[src/cll_pkg.sv]
// Package: register map, field layout and states of the loopback test engine
package cll_pkg;
    // --------------------------------------------------------------
    // Register byte addresses
    // --------------------------------------------------------------
    localparam logic [15:0] SRC_BASE_ADDR = 16'h0120;
    localparam logic [15:0] DST_BASE_ADDR = 16'h0128;
    localparam logic [15:0] LINE_CNT_ADDR = 16'h0130;
    localparam logic [15:0] CTRL_ADDR     = 16'h0138;
    localparam logic [15:0] CFG_ADDR      = 16'h0140;

    // --------------------------------------------------------------
    // Control word fields
    // --------------------------------------------------------------
    localparam int CTL_RUN_N_BIT = 0;
    localparam int CTL_START_BIT = 1;
    localparam int CTL_FORCE_BIT = 2;
    localparam int CTL_WIDTH     = 3;

    // --------------------------------------------------------------
    // Settings word fields
    // --------------------------------------------------------------
    localparam int CFG_IRQ_END_BIT = 29;
    localparam int CFG_IRQ_ERR_BIT = 28;
    localparam int CFG_PMS_HI      = 27;
    localparam int CFG_PMS_LO      = 20;
    localparam int CFG_VC_HI       = 13;
    localparam int CFG_VC_LO       = 12;
    localparam int CFG_RDK_HI      = 10;
    localparam int CFG_RDK_LO      = 9;
    localparam int CFG_GAP_BIT     = 8;
    localparam int CFG_BURST_HI    = 6;
    localparam int CFG_BURST_LO    = 5;
    localparam int CFG_MODE_HI     = 4;
    localparam int CFG_MODE_LO     = 2;
    localparam int CFG_CONT_BIT    = 1;
    localparam int CFG_WT_BIT      = 0;
    localparam logic [31:0] CFG_USED_MASK = 32'h3ff0_377f;

    // --------------------------------------------------------------
    // Encodings and reset values
    // --------------------------------------------------------------
    localparam logic [2:0]  MODE_COPY    = 3'h0;
    localparam logic [2:0]  MODE_READ    = 3'h1;
    localparam logic [2:0]  MODE_WRITE   = 3'h2;
    localparam logic [2:0]  MODE_THROUGHPUT_MODE   = 3'h3;
    localparam logic [1:0]  RDK_SHARED   = 2'h0;
    localparam logic [1:0]  RDK_INVAL    = 2'h1;
    localparam logic [1:0]  RDK_MIXED    = 2'h3;
    localparam logic [1:0]  BURST_BAD    = 2'h2;
    localparam logic [63:0] BASE_RST     = 64'h0;
    localparam logic [31:0] WORD_RST     = 32'h0;
    localparam logic [15:0] LFSR_SEED    = 16'hace1;
    localparam int          LINE_BITS    = 14;

    typedef enum logic [1:0] {ST_IDLE, ST_RUN, ST_STATUS, ST_DONE} cll_state_e;
endpackage : cll_pkg

[src/cll_ctrl.sv]
// Control registers and request engine of the cache-line loopback test
// --------------------------------------------------------------
// --------------------------------------------------------------
`timescale 1ns/1ps
`default_nettype none
module cll_ctrl #(
    parameter int N = cll_pkg::LINE_BITS
) (
    // Clock and reset
    input  wire logic        clock,
    input  wire logic        rst,
    // Register write port
    input  wire logic        csr_wr_en,
    input  wire logic [15:0] csr_wr_addr,
    input  wire logic [63:0] csr_wr_data,
    // Register read port
    input  wire logic        csr_rd_en,
    input  wire logic [15:0] csr_rd_addr,
    output logic             csr_rd_valid,
    output logic      [63:0] csr_rd_data,
    // Memory requests
    output logic             req_valid,
    input  wire logic        req_ready,
    output logic             req_write,
    output logic      [63:0] req_addr,
    output logic       [1:0] req_vc,
    output logic             req_rd_inval,
    output logic             req_wr_through,
    output logic       [1:0] req_burst,
    input  wire logic        rsp_valid,
    input  wire logic        err_in,
    // Status record write
    output logic             status_valid,
    input  wire logic        status_ready,
    output logic             status_error,
    output logic      [31:0] status_reads,
    output logic      [31:0] status_writes,
    output logic      [63:0] status_clocks,
    // Misc
    output logic       [7:0] per_mode_settings,
    output logic             irq_pulse,
    output logic             test_busy
);
    // --------------------------------------------------------------
    // State
    // --------------------------------------------------------------
    logic [63:0] src_r, src_nxt, dst_r, dst_nxt, clk_cnt_r, clk_cnt_nxt;
    logic [31:0] lines_r, lines_nxt, cfg_r, cfg_nxt, nrd_r, nrd_nxt, nwr_r, nwr_nxt;
    logic [2:0]  ctl_r, ctl_nxt;
    logic [N-1:0] line_r, line_nxt;
    logic [15:0] lfsr_r, lfsr_nxt;
    logic [3:0]  gap_r, gap_nxt;
    logic        wr_phase_r, wr_phase_nxt, wait_rsp_r, wait_rsp_nxt, err_r, err_nxt;
    logic        rdv_r, rdv_nxt, irq_r, irq_nxt, busy_r, busy_nxt;
    logic [63:0] rdd_r, rdd_nxt;
    typedef cll_pkg::cll_state_e cll_state_e_t;
    cll_state_e_t state_r, state_nxt;
    // Request and status outputs held in flops
    logic        rv_r, rv_nxt, rw_r, rw_nxt, ri_r, ri_nxt, sv_r, sv_nxt, wt_r, wt_nxt;
    logic [63:0] ra_r, ra_nxt;
    logic [1:0]  rb_r, rb_nxt, vc_r, vc_nxt;

    function automatic logic [15:0] cll_lfsr(input logic [15:0] v);
        cll_lfsr = {1'b0, v[15:1]} ^ (v[0] ? 16'hb400 : 16'h0000);
    endfunction : cll_lfsr

    function automatic logic [63:0] cll_align(input logic [63:0] v);
        cll_align = v & ~((64'h1 << N) - 64'h1);
    endfunction : cll_align

    // --------------------------------------------------------------
    // Decoded fields
    // --------------------------------------------------------------
    logic [2:0] mode;
    logic [1:0] rdk, burst;
    logic       wr_hit, ctl_wr, start_p, force_p, accept, issue_ok, do_write;
    logic [N:0] line_step;

    always_comb begin
        mode     = cfg_r[cll_pkg::CFG_MODE_HI:cll_pkg::CFG_MODE_LO];
        rdk      = cfg_r[cll_pkg::CFG_RDK_HI:cll_pkg::CFG_RDK_LO];
        burst    = cfg_r[cll_pkg::CFG_BURST_HI:cll_pkg::CFG_BURST_LO];
        wr_hit   = csr_wr_en && ctl_r[cll_pkg::CTL_RUN_N_BIT];
        ctl_wr   = csr_wr_en && csr_wr_addr == cll_pkg::CTRL_ADDR;
        // start on a write of 3 once out of reset
        start_p  = ctl_wr && ctl_r[cll_pkg::CTL_RUN_N_BIT]
                   && csr_wr_data[cll_pkg::CTL_RUN_N_BIT]
                   && csr_wr_data[cll_pkg::CTL_START_BIT]
                   && (state_r == cll_pkg::ST_IDLE || state_r == cll_pkg::ST_DONE);
        force_p  = ctl_wr && csr_wr_data[cll_pkg::CTL_RUN_N_BIT]
                   && csr_wr_data[cll_pkg::CTL_FORCE_BIT] && state_r == cll_pkg::ST_RUN;
        accept   = rv_r && req_ready;
        // No new request once the run is ending, so nothing goes unreported
        issue_ok = state_r == cll_pkg::ST_RUN && !rv_r && gap_r == 4'h0 && !wait_rsp_r
                   && lines_r != 32'h0 && !force_p && !err_in;
        // pattern decides read or write per step
        do_write = mode == cll_pkg::MODE_WRITE
                   || ((mode == cll_pkg::MODE_COPY || mode == cll_pkg::MODE_THROUGHPUT_MODE)
                       && wr_phase_r);
        line_step = {1'b0, line_r} + {{(N - 1){1'b0}}, burst} + {{N{1'b0}}, 1'b1};
    end

    // --------------------------------------------------------------
    // Next-state logic
    // --------------------------------------------------------------
    always_comb begin
        src_nxt = src_r;  dst_nxt = dst_r;  lines_nxt = lines_r;  cfg_nxt = cfg_r;
        ctl_nxt = ctl_r;  state_nxt = state_r;  line_nxt = line_r;
        lfsr_nxt = cll_lfsr(lfsr_r);  gap_nxt = gap_r;  err_nxt = err_r;
        wr_phase_nxt = wr_phase_r;  wait_rsp_nxt = wait_rsp_r && !rsp_valid;
        // Accepts counted in any state, so a request drained at the end is reported
        nrd_nxt = nrd_r + {31'h0, accept && !rw_r};  nwr_nxt = nwr_r + {31'h0, accept && rw_r};
        clk_cnt_nxt = clk_cnt_r;
        rv_nxt = rv_r && !req_ready;  rw_nxt = rw_r;  ra_nxt = ra_r;  ri_nxt = ri_r;
        rb_nxt = rb_r;  vc_nxt = vc_r;  sv_nxt = sv_r && !status_ready;  wt_nxt = wt_r;
        irq_nxt = 1'b0;
        rdv_nxt = csr_rd_en;
        rdd_nxt = 64'h0;
        // unmapped addresses and unused bits read zero
        if (csr_rd_en) begin
            case (csr_rd_addr)
                cll_pkg::SRC_BASE_ADDR: rdd_nxt = src_r;
                cll_pkg::DST_BASE_ADDR: rdd_nxt = dst_r;
                cll_pkg::LINE_CNT_ADDR: rdd_nxt = {32'h0, lines_r};
                cll_pkg::CTRL_ADDR:     rdd_nxt = {61'h0, ctl_r};
                cll_pkg::CFG_ADDR:      rdd_nxt = {32'h0, cfg_r};
                default:                rdd_nxt = 64'h0;
            endcase
        end
        if (ctl_wr) begin
            ctl_nxt = csr_wr_data[cll_pkg::CTL_WIDTH-1:0];
        end
        if (wr_hit) begin
            case (csr_wr_addr)
                cll_pkg::SRC_BASE_ADDR: src_nxt = cll_align(csr_wr_data);
                cll_pkg::DST_BASE_ADDR: dst_nxt = cll_align(csr_wr_data);
                // only the low N count bits are stored
                cll_pkg::LINE_CNT_ADDR: lines_nxt = {{(32 - N){1'b0}}, csr_wr_data[N-1:0]};
                cll_pkg::CFG_ADDR: begin
                    cfg_nxt = csr_wr_data[31:0] & cll_pkg::CFG_USED_MASK;
                    // reserved burst length keeps old value
                    if (csr_wr_data[cll_pkg::CFG_BURST_HI:cll_pkg::CFG_BURST_LO]
                        == cll_pkg::BURST_BAD) begin
                        cfg_nxt[cll_pkg::CFG_BURST_HI:cll_pkg::CFG_BURST_LO] = burst;
                    end
                end
                default: ;
            endcase
        end
        case (state_r)
            cll_pkg::ST_IDLE, cll_pkg::ST_DONE: begin
                if (start_p) begin
                    state_nxt = cll_pkg::ST_RUN;
                    line_nxt = '0;  nrd_nxt = 32'h0;  nwr_nxt = 32'h0;
                    clk_cnt_nxt = 64'h0;  err_nxt = 1'b0;  gap_nxt = 4'h0;
                    wr_phase_nxt = 1'b0;  wait_rsp_nxt = 1'b0;
                end
            end
            cll_pkg::ST_RUN: begin
                clk_cnt_nxt = clk_cnt_r + 64'h1;
                if (gap_r != 4'h0) begin
                    gap_nxt = gap_r - 4'h1;
                end
                if (issue_ok) begin
                    rv_nxt = 1'b1;
                    rw_nxt = do_write;
                    ra_nxt = (do_write ? dst_r : src_r) + {{(64 - N){1'b0}}, line_r};
                    vc_nxt = cfg_r[cll_pkg::CFG_VC_HI:cll_pkg::CFG_VC_LO];
                    rb_nxt = burst;
                    ri_nxt = !do_write
                        && (rdk == cll_pkg::RDK_MIXED ? lfsr_r[0] : rdk == cll_pkg::RDK_INVAL);
                    wt_nxt = do_write && cfg_r[cll_pkg::CFG_WT_BIT];
                end
                if (accept) begin
                    gap_nxt = cfg_r[cll_pkg::CFG_GAP_BIT] ? lfsr_r[3:0] : 4'h0;
                    if ((mode == cll_pkg::MODE_COPY || mode == cll_pkg::MODE_THROUGHPUT_MODE)
                        && !rw_r) begin
                        wr_phase_nxt = 1'b1;
                        wait_rsp_nxt = mode == cll_pkg::MODE_COPY;
                    end else begin
                        wr_phase_nxt = 1'b0;
                        line_nxt = line_step[N-1:0];
                        // stop or wrap at the line count
                        if ({{(31 - N){1'b0}}, line_step} >= lines_r) begin
                            line_nxt = '0;
                            if (!cfg_r[cll_pkg::CFG_CONT_BIT]) begin
                                state_nxt = cll_pkg::ST_STATUS;
                            end
                        end
                    end
                end
                if (err_in) begin
                    err_nxt = 1'b1;
                    state_nxt = cll_pkg::ST_STATUS;
                    irq_nxt = cfg_r[cll_pkg::CFG_IRQ_ERR_BIT];
                end
                // forced completion takes the normal end path
                if (force_p) begin
                    state_nxt = cll_pkg::ST_STATUS;
                end
                if (lines_r == 32'h0) begin
                    state_nxt = cll_pkg::ST_STATUS;
                end
            end
            cll_pkg::ST_STATUS: begin
                // one shared end sequence, request channel drained
                if (!rv_r && !sv_r) begin
                    sv_nxt = 1'b1;
                end
                if (sv_r && status_ready) begin
                    state_nxt = cll_pkg::ST_DONE;
                    irq_nxt = cfg_r[cll_pkg::CFG_IRQ_END_BIT];
                end
            end
            default: state_nxt = cll_pkg::ST_IDLE;
        endcase
        if (!ctl_nxt[cll_pkg::CTL_RUN_N_BIT]) begin
            src_nxt = cll_pkg::BASE_RST;  dst_nxt = cll_pkg::BASE_RST;
            lines_nxt = cll_pkg::WORD_RST;  cfg_nxt = cll_pkg::WORD_RST;
            state_nxt = cll_pkg::ST_IDLE;  rv_nxt = 1'b0;  sv_nxt = 1'b0;
            irq_nxt = 1'b0;
        end
        busy_nxt = state_nxt == cll_pkg::ST_RUN;
    end

    always_ff @(posedge clock) begin
        if (rst) begin
            src_r <= cll_pkg::BASE_RST;  dst_r <= cll_pkg::BASE_RST;
            lines_r <= cll_pkg::WORD_RST;  cfg_r <= cll_pkg::WORD_RST;
            ctl_r <= 3'h0;  state_r <= cll_pkg::ST_IDLE;  line_r <= '0;
            lfsr_r <= cll_pkg::LFSR_SEED;  gap_r <= 4'h0;  err_r <= 1'b0;
            wr_phase_r <= 1'b0;  wait_rsp_r <= 1'b0;
            nrd_r <= 32'h0;  nwr_r <= 32'h0;  clk_cnt_r <= 64'h0;
            rv_r <= 1'b0;  rw_r <= 1'b0;  ra_r <= 64'h0;  ri_r <= 1'b0;
            rb_r <= 2'h0;  vc_r <= 2'h0;  sv_r <= 1'b0;  irq_r <= 1'b0;  wt_r <= 1'b0;
            rdv_r <= 1'b0;  rdd_r <= 64'h0;  busy_r <= 1'b0;
        end else begin
            src_r <= src_nxt;  dst_r <= dst_nxt;  lines_r <= lines_nxt;  cfg_r <= cfg_nxt;
            ctl_r <= ctl_nxt;  state_r <= state_nxt;  line_r <= line_nxt;
            lfsr_r <= lfsr_nxt;  gap_r <= gap_nxt;  err_r <= err_nxt;
            wr_phase_r <= wr_phase_nxt;  wait_rsp_r <= wait_rsp_nxt;
            nrd_r <= nrd_nxt;  nwr_r <= nwr_nxt;  clk_cnt_r <= clk_cnt_nxt;
            rv_r <= rv_nxt;  rw_r <= rw_nxt;  ra_r <= ra_nxt;  ri_r <= ri_nxt;
            rb_r <= rb_nxt;  vc_r <= vc_nxt;  sv_r <= sv_nxt;  irq_r <= irq_nxt;  wt_r <= wt_nxt;
            rdv_r <= rdv_nxt;  rdd_r <= rdd_nxt;  busy_r <= busy_nxt;
        end
    end

    // --------------------------------------------------------------
    // Outputs
    // --------------------------------------------------------------
    assign csr_rd_valid   = rdv_r;
    assign csr_rd_data    = rdd_r;
    assign req_valid      = rv_r;
    assign req_write      = rw_r;
    assign req_addr       = ra_r;
    assign req_vc         = vc_r;
    assign req_rd_inval   = ri_r;
    assign req_wr_through = wt_r;
    assign req_burst      = rb_r;
    assign status_valid   = sv_r;
    assign status_error   = err_r;
    assign status_reads   = nrd_r;
    assign status_writes  = nwr_r;
    assign status_clocks  = clk_cnt_r;
    // per-mode field handed to the pattern logic
    assign per_mode_settings = cfg_r[cll_pkg::CFG_PMS_HI:cll_pkg::CFG_PMS_LO];
    assign irq_pulse      = irq_r;
    assign test_busy      = busy_r;
endmodule : cll_ctrl
`default_nettype wire

[config.mk]
export PLATFORM = sky130hd
export DESIGN_NAME = cll_ctrl
export DESIGN_NICKNAME = d
export VERILOG_FILES = /design/src/cll_pkg.sv /design/src/cll_ctrl.sv
export SDC_FILE = /design/constraint.sdc
export NUM_CORES = 1
export LEC_CHECK = 0
export BUFFER_PORTS_ARGS = -buffer_cell sky130_fd_sc_hd__buf_2
export CAP_MARGIN = 30
export CORE_ASPECT_RATIO = 0.6
export CORE_MARGIN = 10
export CORE_UTILIZATION = 50
export CTS_CLUSTER_SIZE = 40
export DETAILED_ROUTE_END_ITERATION = 8
export PLACE_DENSITY = 0.73
export SLEW_MARGIN = 20
export SYNTH_ARGS = -nofsm -noshare
export SYNTH_HDL_FRONTEND = slang
export SYNTH_SLANG_ARGS = --single-unit
[constraint.sdc]
create_clock -name clock -period 5.2 [get_ports clock]
set_input_delay 1.04 -clock clock [delete_from_list [all_inputs] [get_ports clock]]
set_output_delay 1.04 -clock clock [all_outputs]
set_load 0.01 [all_outputs]
==> reports/summary.txt, run 1 <==
outcome: finished, final reports clean
Hold Buf Count CTS: 0
Post-synth EDFFs: 0
Hold WS: 0.409 ns
multi-input logic area: 8790 um2
critical path endpoint: test_busy
final WL: 58400 um
grt total ovfl: 0
Crit. Startpoint: cfg_r[5]
CP max FO: 5
via count: 17200
fin. max-slew vios: 0
Async SR Flop Fraction: 0%
first-pass GRT wire length: 90100 um
R2R setup slack: 0.96 ns
sequential area share after synthesis: 48.2%
number of DRC markers in iteration 0: 1756
Routed wire per std cell: 19.4 um
vias per inst: 5.71
first-pass iteration count of the detailed router: 7
cell count after synthesis: 2204
predominant post-synthesis flop cell: dfxtp_1
CTS Buf Count: 41
H-tree depth: 2
Critical Path AT: 4.69 ns
Max Freq: 0.236 GHz
final setup TNS: 0 ns
worst vdd ir: 0.256 mV
crit path launch type: flip-flop
RSZ-0062 raised after global routing: no
commonest non-fill, non-tap cell in the layout: dfxtp_1
Placement Setup Slack: 1.15 ns
Worst Tran Pin Value: 0.998 ns
min-delay worst type: flip-flop to flip-flop
FILL cells: 3180
clk_lat worst skew: 0.54 ns
Mapped Nets: 2335
vias in the first global route: 16200
final setup violation count: 0
slew margin rel.: 33.2%
minimum clock period after layout: 4.24 ns
most frequent cells in the layout: dfxtp_1 (446), nand2_1 (380), buf_2 (379)
MaxCap Viol Count: 0
# clock sinks: 446
core area: 36400 um2
DRC: 0
post-CTS setup buffers: 0
ANT nets after route: 0
Die Area: 45400 um2
period utilization: 81.5%
routability congestion estimate: 0.902
Die X: 268 um
Resize count post-CTS: 0
final hold vios: 0
Root Buffer Master: clkbuf_16
Leak: 8.16 nW
storage element area: 8930 um2
CP Data Required Time: 5.66 ns
Max Root-Sink Buffers: 3
die height: 169 um
worst reg2reg endpoint: test_busy
share of cells above drive strength 1: 20.3%
Mean Syn Cell Area: 8.40 um2
Reg2Reg Depth: 14
Initial Util: 50.8%
flops & latches, synth: 446
CTS tree: yes
Cell Pwr Density: 296 nW/um2
# rows: 54
DP HPWL: 41100 um
Yosys warnings: 0
Ports: 381
IO buf count: 380
initial antenna violation count: 9
GRT Util Overall: 24.4%
Crit. End Element: flip-flop
r2r startpoint: cfg_r[5]
area delta synth->final: 18.7%
largest net degree at the start of global routing: 121
setup slack after layout: 0.963 ns
Final nets: 2631
critical path class: flip-flop to flip-flop
Reg clk slew, reported paths: 0.07 ns
mapped cell area: 18500 um2
Synth cell types: 62
Clock Skew: 0.00926 ns
## flip-flops by register name, indices dropped and copies added, names as in the netlist, 3 cells and up
signal / count
src_r: 50
cfg_r: 22
status_reads: 32
ctl_r: 3
gap_r: 4
lfsr_r: 16
dst_r: 50
status_writes: 32
csr_rd_data: 64
lines_r: 14
req_addr: 64
line_r: 14
status_clocks: 64
## Yosys cell counts, drive strengths merged (31+ instances only)
cell / instances / area share, %
a211oi: 55 / 2.2
a21oi: 219 / 5.9
a22oi: 50 / 2.0
buf: 50 / 1.4
clkbuf: 104 / 2.1
dfxtp: 446 / 48
inv: 54 / 1.1
mux2i: 57 / 3.1
nand2: 380 / 7.7
nand3: 63 / 1.7
nand4: 48 / 1.7
nor2: 255 / 5.2
o21ai: 37 / 1.0
or3: 31 / 1.0
xnor2: 38 / 1.8
xor2: 56 / 2.6
## worst max-delay path: stages (launching register included)
cell and delay, ns:
dfxtp_1 0.40, inv_1 0.09, ha_1 0.21, fa_1 0.44
nand3b_1 0.26, or2_2 0.38, and2_1 0.18, or2_2 0.30
ha_1 0.30, a21oi_1 0.15, o21ai_0 0.14, a211oi_1 0.54
nor3_1 0.17, or2_2 0.35, a221oi_2 0.24
## where the power goes
part | internal (mW) | leakage (nW) | switching [mW]
clock | 1.66 | 0.636 | 1.30
sequential | 3.42 | 3.59 | 0.00369
combinational | 0.0432 | 3.93 | 0.0760
total | 5.13 | 8.16 | 1.38
## final cells by class
class	instances	area share, %
Sequential cell	446	40.6
Multi-Input combinational cell	1550	40.0
Inverter	54	0.922
Clock inverter	10	0.382
Tap cell	476	2.71
Clock buffer	61	5.52
Timing Repair Buffer	407	9.76
Antenna cell	7	0.0797
## through the flow
| stage | utilization (%) | std cells | total power [mW] | area [um2] |
|---|---|---|---|---|
| after global placement | 56.7 | 2932 | 3.62 | 20600 |
| after CTS | 60.3 | 3004 | 6.56 | 22000 |
| final | 60.3 | 3011 | 6.51 | 22000 |
| after detailed placement | 56.7 | 2933 | 3.62 | 20700 |
| after global routing | 60.3 | 3011 | 6.72 | 22000 |
| after floorplan | - | 2204 | 3.55 | 18500 |
## per-layer routing
layer  global-route usage [%]  up-vias  share of wire (%)
li1                         -     8184                  -
met1                     31.2     8174                 42
met2                     39.2      702                 46
met3                     5.59      115                8.3
met4                     10.1        4                3.4
met5                        0        -              0.055
## cell families (layout without fill, tap and decap cells)
group,Yosys count,in the layout,share of synthesized area (%)
muxes,57,57,3.08
xor gates and xnor gates,94,94,4.45
other,0,7,0
buffers and inverters,208,532,4.62
AOI/OAI and AO/OA,424,424,14.1
and+or+nand+nor,948,948,23.7
DFF,446,446,48.2
adders and majority gates,27,27,1.86
## worst min path at each step
stage | startpoint | to | slack [ns] | cells after the start
6_report | lfsr_r[8] | lfsr_r[7] | 0.41 | 1
5_1_grt | lfsr_r[6] | lfsr_r[5] | 0.42 | 1
4_1_cts | lfsr_r[8] | lfsr_r[7] | 0.41 | 1
3_5_place_dp | lfsr_r[8] | lfsr_r[7] | 0.39 | 1
3_3_place_gp | lfsr_r[12] | lfsr_r[11] | 0.39 | 1
2_1_floorplan | lfsr_r[12] | lfsr_r[11] | 0.39 | 1
Note: power is estimated with default switching activity, not from simulation.
==> run 2, diff against run 1 <==
- ABC_AREA: unset -> 1
- PLACE_DENSITY: 0.73 -> 0.72
- clock period: 5.2 -> 4 ns (I/O delays scaled with it)
==> run 2 against run 1 <==
Against the previous run: via count rose by 25%; largest power group unchanged; first-iteration DRC count rose by 26%; clock power grew 41%; synthesized cell count is 37% higher; highest routed layer is now met4.
==> reports/summary.txt, run 2 <==
most common cell in the netlist: nand2_1
Critical Path AT: 3.94 ns (-0.75 ns)
worst vdd ir: 0.310 mV (+21%)
post-layout util: 60.3% (about the same)
period utilization: 86.2% (+4.7 points)
fin. max-slew vios: 0 (unchanged)
Clock Skew: 0.0175 ns (+0.00823 ns)
Most Used Layer, Global Route: met2
MaxCap Viol Count: 0 (unchanged)
mapped cell area: 20900 um2 (+13%)
area delta synth->final: 18.0%
cell count after synthesis: 3013 (+37%)
die height: 178 um (+5.5%)
GR Layer Usage met1: 36.8% (+5.6 points)
DRC: 0 (unchanged)
post-synthesis adder-cell area fraction: 1.65% (-0.21 points)
final setup TNS: 0 ns (unchanged)
final WL: 72800 um (+25%)
Async SR Flop Fraction: 0% (unchanged)
vias in the first global route: 20200 (+25%)
Initial Util: 51.1% (+0.29 points)
first-pass iteration count of the detailed router: 6 (-1)
Hold Buf Count CTS: 0 (unchanged)
CP max FO: 13 (+8)
most frequent cells in the layout: nand2_1 (787), dfxtp_1 (446), buf_2 (379)
slew margin rel.: 42.3% (+9.1 points)
XOR/XNOR Fraction of Synth Area: 3.23% (-1.2 points)
placed insts: 3832 (+31%)
IO buf count: 380 (unchanged)
routability congestion estimate: 0.956 (+6.0%)
core area: 40900 um2 (+12%)
grt total ovfl: 0 (unchanged)
mux share of post-synthesis cell area: 0% (-3.1 points)
sequential area share after synthesis: 42.7% (-5.5 points)
Max Root-Sink Buffers: 3 (unchanged)
commonest non-fill, non-tap cell in the layout: nand2_1
Commonest cells post-synth: nand2_1 (790), dfxtp_1 (446), a21oi_1 (345), nor2_1 (309), inv_1 (291)
vias per inst: 5.46 (-4.3%)
# clock sinks: 446 (unchanged)
Max Freq: 0.290 GHz (+23%)
Mapped Nets: 3144 (+35%)
Worst Tran Pin Value: 0.865 ns (-0.132 ns)
min-delay worst type: flip-flop to flip-flop
H-tree depth: 2 (unchanged)
outcome: finished, final reports clean
Root Buffer Master: clkbuf_16
Post-synth EDFFs: 0 (unchanged)
minimum clock period after layout: 3.45 ns (-0.788 ns)
CP Data Required Time: 4.49 ns (-1.17 ns)
crit path launch type: flip-flop
first-pass GRT wire length: 113000 um (+26%)
ANT nets after route: 0 (unchanged)
post-synthesis compound-gate area fraction: 12.1% (-2.0 points)
final hold vios: 0 (unchanged)
share of the synthesized area in the top cell type: 42.7% (-5.5 points)
Final nets: 3448 (+31%)
Final Non-Filler Cells: 3923 (+30%)
share of cells above drive strength 1: 15.5% (-4.8 points)
Routed wire per std cell: 18.6 um (-4.3%)
CTS Buf Count: 42 (+2.4%)
Resize count post-CTS: 0 (unchanged)
DP HPWL: 52600 um (+28%)
critical path class: flip-flop to flip-flop
number of DRC markers in iteration 0: 2206 (+26%)
CTS tree: yes
# rows: 57 (+5.6%)
top cell type by total area after synthesis: dfxtp_1
GRT Util Overall: 27.4% (+3.0 points)
post-CTS setup buffers: 0 (unchanged)
post-synthesis simple-gate area fraction: 31.7% (+8.0 points)
Leak: 9.58 nW (+17%)
Ports: 381 (unchanged)
M3 GR Usage: 5.18% (-0.40 points)
clk_lat worst skew: 0.56 ns (+0.02 ns)
via count: 21400 (+25%)
predominant post-synthesis flop cell: dfxtp_1
RSZ-0062 raised after global routing: no
initial antenna violation count: 13 (+4)
Synth cell types: 43 (-31%)
Crit. End Element: flip-flop
Yosys warnings: 0 (unchanged)
met2 Usage GRT: 43.4% (+4.2 points)
Die X: 284 um (+5.8%)
largest net degree at the start of global routing: 101 (-17%)
ranking of synthesized cells by area: dfxtp_1 (43%), nand2_1 (14%), a21oi_1 (8.3%), nor2_1 (5.5%), inv_1 (5.2%)
flops & latches, synth: 446 (unchanged)
Mean Syn Cell Area: 6.94 um2 (-17%)
Die Area: 50600 um2 (+12%)
final setup violation count: 0 (unchanged)
Cell Pwr Density: 358 nW/um2 (+21%)
largest family of logic cells by synthesized area: simple AND/OR/NAND/NOR gates
Reg clk slew, reported paths: 0.07 ns (about the same)
## run 2: cell type report
| cell class | count | area [um2] |
|---|---|---|
| antenna | 13 | 32.5 |
| tap | 560 | 701 |
| sequential | 446 | 8930 |
| multi-input combinational | 2114 | 10200 |
| inverter | 298 | 1120 |
| timing repair buffer | 415 | 2240 |
| clock inverter | 21 | 254 |
| fill | 3921 | 16200 |
| clock buffer | 56 | 1160 |
## run 2: metal layers
layer  up-vias  wire [um]
li1      10400          -
met1      9983      31800
met2       898      33000
met3       132       5990
met4         0       2060
met5         -          0
## run 2: final timing paths
| path | startpoint | endpoint | slack (ns) | depth (start not counted) |
|---|---|---|---|---|
| worst max-delay path | cfg_r[5] | line_r[7] | 0.55 | 17 |
| worst min-delay path | lfsr_r[6] | lfsr_r[5] | 0.41 | 1 |
| worst max register to register | cfg_r[5] | line_r[7] | 0.55 | 17 |
| worst min register to register | lfsr_r[6] | lfsr_r[5] | 0.41 | 1 |
## run 2: cell families (layout without fill, tap and decap cells)
group / count (synthesis) / in the layout
and+or+nand+nor: 1523 / 1523
AOI/OAI and AO/OA: 487 / 487
buffers and inverters: 453 / 790
DFF: 446 / 446
xor gates and xnor gates: 77 / 77
adders and majority gates: 27 / 27
other: 0 / 13
## run 2: power breakdown
part           switching [mW]  internal [mW]
registers             0.00362           4.45
logic                   0.118         0.0634
clock network            1.81           2.38
total                    1.94           6.90
## run 2: critical path, stage by stage, from the launching register on
cell      delay [ns]
dfxtp_1         0.35
inv_1           0.08
ha_1            0.22
fa_1            0.43
nor2_1          0.24
nand3_1         0.15
nor2_1          0.14
xor2_1          0.21
ha_1            0.28
a21oi_1         0.14
o21bai_1        0.08
nor2_1          0.09
nand3_1         0.15
nor2_2          0.49
nand2_1         0.12
nand2_1         0.09
o21ai_1         0.06
nor2_1          0.07
## run 2: stage by stage
stage | setup slack [ns] | area, um2 | hold slack [ns] | total power, mW
detailed placement | 0.594 | 23200 | 0.394 | 4.73
CTS | 0.577 | 24600 | 0.407 | 8.88
floorplan | 1.14 | 20900 | 0.388 | 4.63
finish | 0.551 | 24700 | 0.405 | 8.83
global route | 0.264 | 24700 | 0.424 | 9.09
global placement | 0.742 | 23200 | 0.391 | 4.73
==> run 3, diff against run 2 <==
- CORE_UTILIZATION: 50 -> 56
- PLACE_DENSITY: 0.72 -> 0.79
==> run 3 against run 2 <==
Against the previous run: utilization grew 6.9 points; combinational power is 2% higher; global-route usage rose by 3.3 points; sequential cell count unchanged; non-clock buffer count is 7 higher; register-to-register slack got worse by 0.11 ns; total power shrank 0.47%; final area down 0.26%; largest power group unchanged; first-iteration DRC count is 8.9% higher.
==> reports/summary.txt, run 3 (synthesized netlist as in run 2, its figures left out) <==
outcome: finished, final reports clean
ANT nets after route: 0 (unchanged)
crit path launch type: flip-flop
DRC: 0 (unchanged)
share of cells above drive strength 1: 15.5% (+0.050 points)
Resize count post-CTS: 0 (unchanged)
Critical Path AT: 4.03 ns (+0.09 ns)
IO buf count: 380 (unchanged)
Die X: 269 um (-5.1%)
CTS tree: yes
clk_lat worst skew: 0.56 ns (about the same)
RSZ-0062 raised after global routing: no
Initial Util: 57.2% (+6.0 points)
initial antenna violation count: 8 (-5)
routability congestion estimate: 0.949 (-0.77%)
Max Root-Sink Buffers: 3 (unchanged)
Worst Tran Pin Value: 0.874 ns (+0.00858 ns)
first-pass iteration count of the detailed router: 6 (unchanged)
CP max FO: 13 (unchanged)
number of DRC markers in iteration 0: 2403 (+8.9%)
critical path class: flip-flop to flip-flop
via count: 22000 (+2.5%)
fin area: 24600 um2 (-0.26%)
area delta synth->final: 17.7%
setup slack after layout: 0.445 ns (-0.106 ns)
MaxCap Viol Count: 0 (unchanged)
grt total ovfl: 0 (unchanged)
# clock sinks: 446 (unchanged)
final WL: 73900 um (+1.5%)
Root Buffer Master: clkbuf_16
CP Data Required Time: 4.48 ns (about the same)
fin. max-slew vios: 0 (unchanged)
DP HPWL: 53800 um (+2.2%)
post-CTS setup buffers: 0 (unchanged)
Hold Buf Count CTS: 0 (unchanged)
Final nets: 3454 (+0.17%)
die height: 170 um (-4.9%)
commonest non-fill, non-tap cell in the layout: nand2_1
final setup violation count: 0 (unchanged)
minimum clock period after layout: 3.55 ns (+0.106 ns)
Placement Setup Slack: 0.558 ns (-0.0358 ns)
final hold vios: 0 (unchanged)
# rows: 54 (-5.3%)
core area: 36600 um2 (-11%)
Ports: 381 (unchanged)
largest net degree at the start of global routing: 90 (-11%)
Reg clk slew, reported paths: 0.06 ns (about the same)
first-pass GRT wire length: 116000 um (+1.9%)
final setup TNS: 0 ns (unchanged)
vias per inst: 5.68 (+4.1%)
Die Area: 45700 um2 (-9.8%)
Max Freq: 0.281 GHz (-3.0%)
Clock Skew: 0.0307 ns (+0.0132 ns)
placed cell areas: 23200 um2 (about the same)
slew margin rel.: 41.7% (-0.64 points)
most frequent cells in the layout: nand2_1 (787), dfxtp_1 (446), buf_2 (379)
GRT Util Overall: 30.7% (+3.3 points)
Crit. End Element: flip-flop
CTS Buf Count: 41 (-2.4%)
period utilization: 88.9% (+2.7 points)
Cell Pwr Density: 357 nW/um2 (-0.21%)
Routed wire per std cell: 19.1 um (+3.0%)
H-tree depth: 2 (unchanged)
min-delay worst type: flip-flop to flip-flop
Leak: 9.59 nW (about the same)
worst vdd ir: 0.289 mV (-7.0%)
vias in the first global route: 20600 (+2.1%)
[run 3: cell types whose count changed in the layout (fill, tap and decap cells not counted), sizes merged]
cell	change
diode	-4
clkinv	-4
clkbuf	-1
bufinv	+1
buf	+6
inv	+1
clkinvlp	-1
[run 3: power by group]
group          switching [mW]  internal, mW  total [mW]  leakage [nW]
sequential            0.00326          4.45        4.45          3.59
clock                    1.78          2.38        4.15         0.681
combinational           0.123        0.0621       0.185          5.31
[run 3: path summary, 6_finish.rpt]
path | startpoint | to | slack [ns] | depth (start not counted)
worst max-delay path | cfg_r[5] | line_r[2] | 0.45 | 17
worst min-delay path | lfsr_r[5] | lfsr_r[4] | 0.40 | 2
worst max register to register | cfg_r[5] | line_r[2] | 0.45 | 17
worst min register to register | lfsr_r[5] | lfsr_r[4] | 0.40 | 2
[run 3: stage by stage]
step / hold slack, ns / cells / power, mW / util, %
global route: 0.415 / 3863 / 8.99 / 67.3
CTS: 0.406 / 3855 / 8.81 / 67.2
global placement: 0.390 / 3781 / 4.73 / 63.3
finish: 0.397 / 3865 / 8.79 / 67.3
floorplan: 0.388 / 3013 / 4.63 / -
detailed placement: 0.395 / 3783 / 4.73 / 63.4
[run 3: cell type report]
class	instances	area (um2)
Sequential cell	446	8930
Timing Repair Buffer	422	2290
Tap cell	504	631
Multi-Input combinational cell	2114	10200
Inverter	298	1120
Antenna cell	9	22.5
Clock buffer	54	1120
Clock inverter	18	254
Fill cell	3195	12000
[run 3: critical path, cell delays in order (launching register included)]
cell,delay [ns]
dfxtp_1,0.37
inv_1,0.10
ha_1,0.22
fa_1,0.40
nor2_1,0.23
nand3_1,0.15
nor2_1,0.13
xor2_1,0.22
ha_1,0.28
a21oi_1,0.13
o21bai_1,0.08
nor2_1,0.13
nand3_1,0.16
nor2_2,0.50
nand2_1,0.12
nand2_1,0.11
o21ai_1,0.08
nor2_1,0.09
[run 3: metal layers]
layer | global-route usage [%] | up-vias | wire [um]
li1 | - | 10400 | -
met1 | 41.3 | 10300 | 31500
met2 | 49.5 | 1127 | 33300
met3 | 5.21 | 175 | 6740
met4 | 10.5 | 0 | 2450
met5 | 0 | - | 0
